<file path="src/design/low_power_state_defines.vh">
// Purpose: shared constants of the low power state controller
// Assumes: one clock of 250 MHz
// Notes:   timing counts are derived from printed times in the top module
`ifndef LOW_POWER_STATE_DEFINES_VH
`define LOW_POWER_STATE_DEFINES_VH

// ************************************************************
// clock and timing
// ************************************************************
`define LPS_CLK_MHZ          250
`define LPS_LOCK_TIME_US     1000
`define LPS_RESET_HOLD_CYC   16

// ************************************************************
// configuration register
// ************************************************************
`define LPS_CFG_ADDR         10'h02A
`define LPS_CFG_CLKSTOP_BIT  26
`define LPS_CFG_CLKSTOP_RST  1'b1

// ************************************************************
// event vector positions
// ************************************************************
`define LPS_EV_MGMT          0
`define LPS_EV_INIT          1
`define LPS_EV_NMI           2
`define LPS_EV_MASKABLE      3
`define LPS_EV_COUNT         4

`endif

</file>
<file path="src/design/lock_wait_timer.v">
// Purpose: counts the clock locking time after the bus clock returns
// Assumes: run is a level, held while waiting
// Notes:   done is a one-cycle pulse when the count runs out
`timescale 1ns/1ps
`default_nettype none

module lock_wait_timer #(
    parameter CYCLES = 250000,
    parameter CNT_W  = 18
) (
    input  wire mclk,
    input  wire rst_n,
    input  wire run,
    output reg  done
);

    localparam [CNT_W-1:0] LAST = CYCLES - 1;

    reg [CNT_W-1:0] count;

    // ************************************************************
    // counter
    // ************************************************************
    // restarts from zero whenever run drops
    always @(posedge mclk or negedge rst_n)
    begin
        if (!rst_n)
        begin
            count <= {CNT_W{1'b0}};
            done  <= 1'b0;
        end
        else
        begin
            done <= 1'b0;
            if (!run)
                count <= {CNT_W{1'b0}};
            else if (count == LAST)
            begin
                count <= {CNT_W{1'b0}};
                done  <= 1'b1;
            end
            else
                count <= count + {{(CNT_W-1){1'b0}}, 1'b1};
        end
    end

endmodule // lock_wait_timer

`default_nettype wire

</file>
<file path="src/design/low_power_state_control.v">
// Purpose: stop-clock power state machine of the processor
// Assumes: all pins synchronous to mclk; bus clock presence is a level
// Notes:   power_state is one-hot, see state localparams
// Operation
// - idle instruction moves Normal to idle powerdown
// - management, bus init, soft init or local irq wakes idle to Normal
// - hard reset in idle powerdown starts initialisation at once
// - management handler return picks Normal or idle powerdown
// - flush in idle powerdown is serviced, then back to idle
// - stop request from idle returns to idle when released
// - asserted stop request enters stop-grant from Normal or idle
// - bus init and flush ignored in stop-grant
// - hard reset in stop-grant initialises but stays in stop-grant
// - stop request released in stop-grant returns to Normal, or to idle if entered from idle
// - snoop in stop-grant or idle goes to snoop state, then back
// - stop-grant latches one of each event, serviced in Normal
// - sleep request honoured only in stop-grant
// - sleep ignores snoops and interrupts; chipset keeps bus static
// - hard reset held in sleep resets directly, skipping stop-grant
// - stopping bus clock in sleep enters deep sleep
// - clocks stop in low states only while config bit 26 is set
// - sleep request released in sleep returns to stop-grant
// - sleep regarded reached 1 ms after bus clock restarts
`timescale 1ns/1ps
`default_nettype none
`include "low_power_state_defines.vh"

module low_power_state_control #(
    parameter LOCK_CYCLES = `LPS_LOCK_TIME_US * `LPS_CLK_MHZ,
    parameter LOCK_CNT_W  = 18
) (
    input  wire        mclk,
    input  wire        rst_n,
    input  wire        stop_clock_request_n,
    input  wire        sleep_request_n,
    input  wire        hard_reset_n,
    input  wire        sys_mgmt_irq_n,
    input  wire        bus_reinit_n,
    input  wire        soft_init_n,
    input  wire [1:0]  local_irq_lines,
    input  wire        flush_request_n,
    input  wire        idle_instr,
    input  wire        smi_return,
    input  wire        smi_return_to_idle,
    input  wire        flush_done,
    input  wire        snoop_seen,
    input  wire        snoop_serviced,
    input  wire        bus_clock_running,
    input  wire        cfg_write,
    input  wire [9:0]  cfg_address,
    input  wire [31:0] cfg_data,
    output reg  [6:0]  power_state,
    output reg         init_start,
    output wire [3:0]  service_events,
    output reg         bus_reinit_service,
    output wire        flush_service,
    output reg         clocks_stopped
);

    // ************************************************************
    // states
    // ************************************************************
    localparam [6:0] ST_NORMAL = 7'h01;
    localparam [6:0] ST_IDLE   = 7'h02;
    localparam [6:0] ST_GRANT  = 7'h04;
    localparam [6:0] ST_SNOOP  = 7'h08;
    localparam [6:0] ST_SLEEP  = 7'h10;
    localparam [6:0] ST_DEEP   = 7'h20;
    localparam [6:0] ST_FLUSH  = 7'h40;

    localparam [4:0] HOLD_LAST = `LPS_RESET_HOLD_CYC - 1;

    // ************************************************************
    // sampled pins, state and helpers
    // ************************************************************
    reg        stopReq, sleepReq, resetReq, flushReq;
    reg        busInitReq, busInitPrev, clockRun;
    reg  [3:0] evLevel, evPrev;
    reg  [6:0] next_state, snoopReturn;
    reg        grantFromIdle, clkStopEnable, next_init;
    reg  [4:0] holdCount;
    reg  [3:0] directService;
    wire [3:0] evEdge, pendRelease;
    wire       busInitEdge, resetHeld, resetStart, wakeEvent, lockDone;

    // low-state check used by the clock stop decision
    function isLowState;
        input [6:0] st;
        begin
            isLowState = (st == ST_GRANT) | (st == ST_SLEEP) | (st == ST_DEEP);
        end
    endfunction

    always @(posedge mclk or negedge rst_n)
    begin
        if (!rst_n)
        begin
            stopReq     <= 1'b0;
            sleepReq    <= 1'b0;
            resetReq    <= 1'b0;
            flushReq    <= 1'b0;
            busInitReq  <= 1'b0;
            busInitPrev <= 1'b0;
            evLevel     <= 4'h0;
            evPrev      <= 4'h0;
            clockRun    <= 1'b1;
        end
        else
        begin
            stopReq     <= ~stop_clock_request_n;
            sleepReq    <= ~sleep_request_n;
            resetReq    <= ~hard_reset_n;
            flushReq    <= ~flush_request_n;
            busInitReq  <= ~bus_reinit_n;
            busInitPrev <= busInitReq;
            evLevel     <= {local_irq_lines, ~soft_init_n, ~sys_mgmt_irq_n};
            evPrev      <= evLevel;
            clockRun    <= bus_clock_running;
        end
    end

    assign evEdge      = evLevel & ~evPrev;
    assign busInitEdge = busInitReq & ~busInitPrev;
    assign wakeEvent   = (|evEdge) | busInitEdge;
    assign resetHeld   = resetReq & (holdCount == HOLD_LAST);
    assign resetStart  = resetReq & (holdCount == 5'h00); // first cycle of an assertion

    // hard reset hold counter for sleep and the first-cycle reset detect
    always @(posedge mclk or negedge rst_n)
    begin
        if (!rst_n)
            holdCount <= 5'h00;
        else if (!resetReq)
            holdCount <= 5'h00;
        else if (holdCount != HOLD_LAST)
            holdCount <= holdCount + 5'h01;
    end

    // ************************************************************
    // configuration bit
    // ************************************************************
    // clock stop enable, set after reset
    always @(posedge mclk or negedge rst_n)
    begin
        if (!rst_n)
            clkStopEnable <= `LPS_CFG_CLKSTOP_RST;
        else if (cfg_write && (cfg_address == `LPS_CFG_ADDR))
            clkStopEnable <= cfg_data[`LPS_CFG_CLKSTOP_BIT];
    end

    // ************************************************************
    // next state
    // ************************************************************
    always @*
    begin
        next_state = power_state;
        next_init  = 1'b0;
        case (power_state)
            ST_NORMAL:
            begin
                next_init = resetStart;
                if (stopReq)
                    next_state = ST_GRANT;
                else if (smi_return && smi_return_to_idle)
                    next_state = ST_IDLE;
                else if (idle_instr && !resetReq)
                    next_state = ST_IDLE;
            end
            ST_IDLE:
            begin
                if (resetReq)
                begin
                    next_init  = 1'b1;
                    next_state = ST_NORMAL;
                end
                else if (stopReq)
                    next_state = ST_GRANT;
                else if (snoop_seen)
                    next_state = ST_SNOOP;
                else if (wakeEvent)
                    next_state = ST_NORMAL;
                else if (flushReq)
                    next_state = ST_FLUSH;
            end
            ST_FLUSH:
            begin
                if (resetReq)
                begin
                    next_init  = 1'b1;
                    next_state = ST_NORMAL;
                end
                else if (flush_done)
                    next_state = ST_IDLE;
            end
            ST_GRANT:
            begin
                next_init = resetStart;
                if (!stopReq)
                    next_state = grantFromIdle ? ST_IDLE : ST_NORMAL;
                else if (snoop_seen)
                    next_state = ST_SNOOP;
                else if (sleepReq)
                    next_state = ST_SLEEP;
            end
            ST_SNOOP:
                if (snoop_serviced)
                    next_state = snoopReturn;
            ST_SLEEP:
            begin
                // held reset resets directly, never via stop-grant
                if (resetReq)
                begin
                    next_init  = resetHeld;
                    next_state = resetHeld ? ST_NORMAL : ST_SLEEP;
                end
                else if (!clockRun)
                    next_state = ST_DEEP;
                else if (!sleepReq)
                    next_state = ST_GRANT;
            end
            ST_DEEP:
                if (lockDone)
                    next_state = ST_SLEEP;
            default:
                next_state = ST_NORMAL;
        endcase
    end

    // ************************************************************
    // state registers
    // ************************************************************
    always @(posedge mclk or negedge rst_n)
    begin
        if (!rst_n)
        begin
            power_state   <= ST_NORMAL;
            snoopReturn   <= ST_GRANT;
            grantFromIdle <= 1'b0;
            init_start    <= 1'b0;
        end
        else
        begin
            power_state <= next_state;
            init_start  <= next_init;
            if (next_state == ST_SNOOP && power_state != ST_SNOOP)
                snoopReturn <= power_state;
            if (next_state == ST_GRANT && power_state == ST_IDLE)
                grantFromIdle <= 1'b1;
            else if (next_state == ST_GRANT && power_state == ST_NORMAL)
                grantFromIdle <= 1'b0;
        end
    end

    // ************************************************************
    // event servicing
    // ************************************************************
    // latch in stop-grant, release in Normal
    pending_event_latch #(.N(`LPS_EV_COUNT)) uPending (
        .mclk         (mclk),
        .rst_n        (rst_n),
        .setEvent     (evEdge),
        .capture      (power_state == ST_GRANT),
        .drain        (power_state == ST_NORMAL),
        .pending      (),
        .releasePulse (pendRelease)
    );

    // direct service in Normal and idle only
    always @(posedge mclk or negedge rst_n)
    begin
        if (!rst_n)
        begin
            directService      <= 4'h0;
            bus_reinit_service <= 1'b0;
        end
        else
        begin
            directService <= ((power_state == ST_NORMAL) | (power_state == ST_IDLE))
                             ? evEdge : 4'h0;
            // bus init not serviced in stop-grant
            bus_reinit_service <= busInitEdge &
                                  ((power_state == ST_NORMAL) | (power_state == ST_IDLE));
        end
    end

    assign service_events = directService | pendRelease;

    assign flush_service = (power_state == ST_FLUSH);

    // ************************************************************
    // clock lock and clock stop
    // ************************************************************
    // lock wait after restart
    lock_wait_timer #(.CYCLES(LOCK_CYCLES), .CNT_W(LOCK_CNT_W)) uLock (
        .mclk   (mclk),
        .rst_n  (rst_n),
        .run    ((power_state == ST_DEEP) & clockRun),
        .done   (lockDone)
    );

    always @(posedge mclk or negedge rst_n)
    begin
        if (!rst_n)
            clocks_stopped <= 1'b0;
        else
            clocks_stopped <= isLowState(next_state) & clkStopEnable;
    end

endmodule // low_power_state_control
`default_nettype wire

</file>
<file path="src/design/pending_event_latch.v">
// Purpose: one pending flag per event, released as one-cycle pulses
// Assumes: set and release are synchronous to mclk
// Notes:   a set in the release cycle is kept, one occurrence per event
`timescale 1ns/1ps
`default_nettype none

module pending_event_latch #(
    parameter N = 4
) (
    input  wire         mclk,
    input  wire         rst_n,
    input  wire [N-1:0] setEvent,
    input  wire         capture,
    input  wire         drain,
    output wire [N-1:0] pending,
    output reg  [N-1:0] releasePulse
);

    reg [N-1:0] flags;

    assign pending = flags;

    // ************************************************************
    // pending flags
    // ************************************************************
    genvar i;
    generate
        for (i = 0; i < N; i = i + 1)
        begin : gFlag
            // one pending per event, set wins
            always @(posedge mclk or negedge rst_n)
            begin
                if (!rst_n)
                begin
                    flags[i]        <= 1'b0;
                    releasePulse[i] <= 1'b0;
                end
                else
                begin
                    releasePulse[i] <= drain & flags[i];
                    if (capture & setEvent[i])
                        flags[i] <= 1'b1;
                    else if (drain)
                        flags[i] <= 1'b0;
                end
            end
        end
    endgenerate

endmodule // pending_event_latch

`default_nettype wire

</file>
<file path="config.mk">
export PLATFORM = sky130hd
export DESIGN_NAME = low_power_state_control
export DESIGN_NICKNAME = d
export VERILOG_FILES = /design/src/design/lock_wait_timer.v /design/src/design/low_power_state_control.v /design/src/design/pending_event_latch.v
export VERILOG_INCLUDE_DIRS = /design/src /design/src/design
export SDC_FILE = /design/constraint.sdc
export NUM_CORES = 1
export LEC_CHECK = 0
export CORE_ASPECT_RATIO = 1.5
export CORE_UTILIZATION = 55
export DETAILED_ROUTE_END_ITERATION = 8
export DONT_BUFFER_PORTS = 1
export GPL_TIMING_DRIVEN = 0
export PLACE_DENSITY = 0.72
export SLEW_MARGIN = 20
export SYNTH_ARGS = -nofsm -noshare
export SYNTH_HDL_FRONTEND = slang
export SYNTH_SLANG_ARGS = --single-unit
</file>
<file path="constraint.sdc">
create_clock -name mclk -period 5.8 [get_ports mclk]
set_input_delay 0.87 -clock mclk [delete_from_list [all_inputs] [get_ports mclk]]
set_output_delay 0.87 -clock mclk [all_outputs]
set_load 0.02 [all_outputs]
</file>
## After elaboration in Yosys (flattened, before gate mapping)

Cells that the tools add are included.
W data, S select, Z words.

| cells by class | value |
|---|---|
| add/subtract/negate cells | 2 |
| equality and inequality tests | 17 |
| muxes and demuxes | 38 |
| bitwise logic cells | 29 |
| reductions and logical operators | 16 |

Operators by type and width:

| cell | count |
|---|---|
| $mux W7 | 18 |
| $pmux W7 S7 | 1 |
| $mux W18 | 2 |
| $add A18 B1 Y18 const B | 1 |
| $eq A18 B18 Y1 const B | 1 |
| $mux W5 | 3 |
| $and A1 B1 Y1 | 14 |
| $eq A7 B3 Y1 const B | 2 |
| $eq A7 B4 Y1 const B | 2 |
| $eq A7 B5 Y1 const B | 2 |
| $eq A7 B6 Y1 const B | 2 |
| $mux W1 | 11 |
| $eq A10 B6 Y1 const B | 1 |
| $reduce_bool A2 Y1 | 5 |
| $not A1 Y1 | 8 |
| $eq A7 B1 Y1 const B | 1 |
| $eq A7 B2 Y1 const B | 1 |
| $eq A7 B7 Y1 const B | 1 |
| $ne A7 B4 Y1 const B | 1 |
| $logic_and A1 B1 Y1 | 6 |
| $add A5 B1 Y5 const B | 1 |
| $eq A5 B4 Y1 const B | 1 |
| $logic_not A5 Y1 | 1 |
| $ne A5 B4 Y1 const B | 1 |
| other kinds (11) | 15 |

| storage, ports and cells | value |
|---|---|
| bits in registers | 70 |
| bits of input ports | 61 |
| output and inout bits | 15 |
| word-level logic and storage cells | 130 |

## Longest topological paths before layout

| logic depth | value |
|---|---|
| depth in word-level cells | 13 |
| depth in mapped cells | 10 |
| mapped depth without buffers | 9 |

## Hierarchy

A second synthesis with hierarchy kept.

| unflattened totals | value |
|---|---|
| cell total of the unflattened synthesis | 326 |
| area total of the unflattened synthesis | 3362.0 µm² |

Modules (own cells, without submodules):

| module | instances | cells an instance | area an instance (µm²) | sequential area each (µm²) |
|---|---|---|---|---|
| low_power_state_control | 1 | 209 | 2145.8 | 1081.0 |
| lock_wait_timer | 1 | 93 | 940.9 | 475.5 |
| pending_event_latch | 1 | 24 | 275.3 | 200.2 |

## Worst setup path before layout

OpenSTA, ideal clock, no wires.

| path | value |
|---|---|
| kind | reg2out |
| start | reg power_state[3] |
| end | out flush_service |
| arrival time | 1.691 ns |
| data required time | 4.930 ns |
| slack | 3.239 ns |
| stages on the path, launching flop included | 4 |
| buffers on the path | 1 |
| cells stage by stage | dfrtp_1 > clkbuf_1 > or4_1 > nor3_1 |

| on the way | value |
|---|---|
| word-level cells in the longest chain between the ends | 1 |

Ends and longest elaborated chain:

| item | RTL line | text |
|---|---|---|
| start: declaration | low_power_state_control.v:52 | `output reg [6:0] power_state,` |
| start signal: assignment | low_power_state_control.v:243 | `power_state <= next_state;` |
| $eq A7 B7 Y1 | low_power_state_control.v:288 | `assign flush_service = (power_state == ST_FLUSH);` |
| end: declaration | low_power_state_control.v:56 | `output wire flush_service,` |

Every way passes these cells.

## Final worst setup path

Same ends and word-level chain as after synthesis.

==> metrics.txt <==
status=complete, no violations; Die W=around 65 um; worst path required time=4.93 ns; crit-path cells=clkbuf_1 > or4_1 > nor3_1; clock root buffer=clkbuf_8; worst hold slack=0.1973 ns; CP Max Fanout=10; Reg clk slew, reported paths=0.08 ns; Fmax achieved=317.6 MHz; combinational power share=0.212; Yosys top cell by area=dfrtp_1; most common cell in the netlist=dfrtp_1; PortBufs=0; r2r setup slk=3.20 ns; maxcap violations=0; EDFF count, synth=0; Reg power frac=0.476; Crit. End Element=output pin; cts repair resizes=0; crit path time final=3.148 ns; Synth Cell Area=3246 um2; worst r2r src=holdCount[0]; hold crit path type=primary input to async pin; layout cells sized above 1=0.1114; io pins=76; first-pass GRT wire length=10360 um; post-route cell area=3531 um2; top post-synthesis cells by area=dfrtp_1, nor2_1, dfstp_2; Antenna Cells=0; synth cell count leaders=dfrtp_1, nor2_1, nand2_1; initial antenna violation count=0; Synth Area per Inst=10.27 um2; Worst Reg-to-Reg Cells=10; Tot GR Track Use=0.2307; syn_nets=381; power density cells=352.7 nW/um2; post-CTS setup repair buffer count=0; CTS Buf Count=9; die area=6219 um2; DP Cell Count=386; Final Hold Viols=0; Starting Density=0.5823; placed inst area=approximately 3300 um2; Critical Setup Path Class=register to output pin; Startpoint Class=register; number of global-route vias before repair=2206; Leakage Power=1.550 nW; Clock power frac=0.312; CORE AREA=5574 um2; largest net degree at the start of global routing=71; Detail Route Antenna Nets=0; final number of setup-violating endpoints=0; nets@finish=392; Synth cell types=55; GRT overflow=0; Sink Count=70; TritonRoute pass-1 iters=4; number of H-tree levels=3; vias per cell=approximately 5.7; Int Power=0.8397 mW; Max Clock Skew=0.01198 ns; Gate Count Post-Synth=316; CP peak stage delay=~0.60 ns; Yosys Warn Count=0; setup TNS=0 ns; drt total wl=between 6000 and 7000 um; Std-Cell Rows=33; final std cells w/o fill=402; post-synthesis sequential area ratio=0.5412; RR Endpoint=clocks_stopped; drt drc=0; Crit path max-delay family=simple AND/OR/NAND/NOR gates; Iter 0 DRT Violations=146; Final Slew Violations=0; critical path arrival=2.28 ns; relative slew slack=0.5359; ys async rst share=1.000; latest clock arrival within the worst-skew pair=0.36 ns; Reg area=1757 um2; placer congestion estimate=0.9247; WP buf/inv=1; Synth top area share=0.5089; unrepaired setup endpoints after global routing=no; total number of vias=2299; Net Sw Power=0.4057 mW; area of the multi-input gates=1383 um2; final worst-path cycle share=0.5428; CTS tree=yes; number of synthesized register bits=70; die height=a little under 100 um; area grow syn2layout=8.790%; hold buffers post-CTS=0; maximum VDD drop=0.0002081 V; fillcell total=482; Final HPWL DP=4660 um; maximum root-to-sink buffer count=2; worst-margin pin slew=0.6908 ns; CP max-delay cell=nor3_1; DR WL/cell=between 15 and 20 um; Net Sw Frac=0.3258; Main synth FF type=dfrtp_1
flip-flops by register name, indices dropped and copies added, names as in the netlist, 4 cells and up:
signal / count
uPending.pending: 4
power_state: 7
holdCount: 5
evPrev: 4
directService: 4
snoopReturn: 7
evLevel: 4
uPending.releasePulse: 4
uLock.count: 18
worst max path at each step:
stage / start / end / slack, ns / depth (start not counted)
floorplan: power_state[3] / flush_service / 3.24 / 3
CTS: power_state[3] / flush_service / 2.65 / 3
detailed placement: power_state[3] / flush_service / 3.03 / 3
finish: power_state[3] / flush_service / 2.65 / 3
global route: power_state[3] / flush_service / 2.57 / 3
global placement: power_state[3] / flush_service / 3.04 / 3
through the flow:
stage	setup slack [ns]	utilization	power, mW
finish	2.652	0.6334	1.245
floorplan	3.239	-	0.8041
CTS	2.645	0.6334	1.253
global route	2.565	0.6334	1.304
detailed placement	3.034	0.5980	0.8643
global placement	3.045	0.5980	0.8578
final cells by class:
type / count / share of cell area
Tap cell: 70 / 0.02481
Multi-Input combinational cell: 220 / 0.3916
Inverter: 18 / 0.01914
Buffer: 8 / 0.01099
Clock inverter: 6 / 0.01984
Sequential cell: 70 / 0.4975
Clock buffer: 10 / 0.03614
routing by layer:
metal  up-vias  global-route usage  wire length, um
li1       1122                   -                -
met1      1109              0.2589             2558
met2        58              0.3967             3399
met3        10             0.06398              297
met4         0              0.1185              131
met5         -                   0                0
layout by cell type (no fill, tap or decap), types with 5 or more instances in the layout:
cell / netlist / routed
dfrtp_1: 66 / 66
nor2_1: 39 / 39
nand2_1: 20 / 20
nand3_1: 19 / 19
inv_1: 17 / 17
nor2b_1: 13 / 13
xor2_1: 11 / 11
nand2b_1: 10 / 10
o21ai_0: 10 / 10
clkbuf_8: 0 / 9
a21oi_1: 8 / 8
xnor2_1: 7 / 7
or2_2: 7 / 7
clkbuf_1: 5 / 6
and2_1: 6 / 6
nor3_1: 5 / 5
kinds of logic (layout without fill, tap and decap cells):
| family | after synthesis | after routing | share of synthesized area |
|---|---|---|---|
| AO/OA/AOI/OAI | 40 | 40 | 0.09060 |
| XOR/XNOR | 18 | 18 | 0.04857 |
| adder cells (fa/ha/maj) | 4 | 4 | 0.01542 |
| flip-flops | 70 | 70 | 0.5412 |
| multiplexers | 5 | 5 | 0.01581 |
| AND/OR/NAND/NOR | 153 | 153 | 0.2556 |
| buffers and inverters | 26 | 42 | 0.03276 |
power groups by stage:
stage | clock network (mW) | logic (mW) | registers (mW)
2_1_floorplan | 0 | 0.213 | 0.591
3_3_place_gp | 0 | 0.257 | 0.601
3_5_place_dp | 0 | 0.261 | 0.603
4_1_cts | 0.398 | 0.262 | 0.593
5_1_grt | 0.418 | 0.288 | 0.598
6_report | 0.389 | 0.264 | 0.593
Note: power is estimated with default switching activity, not from simulation.
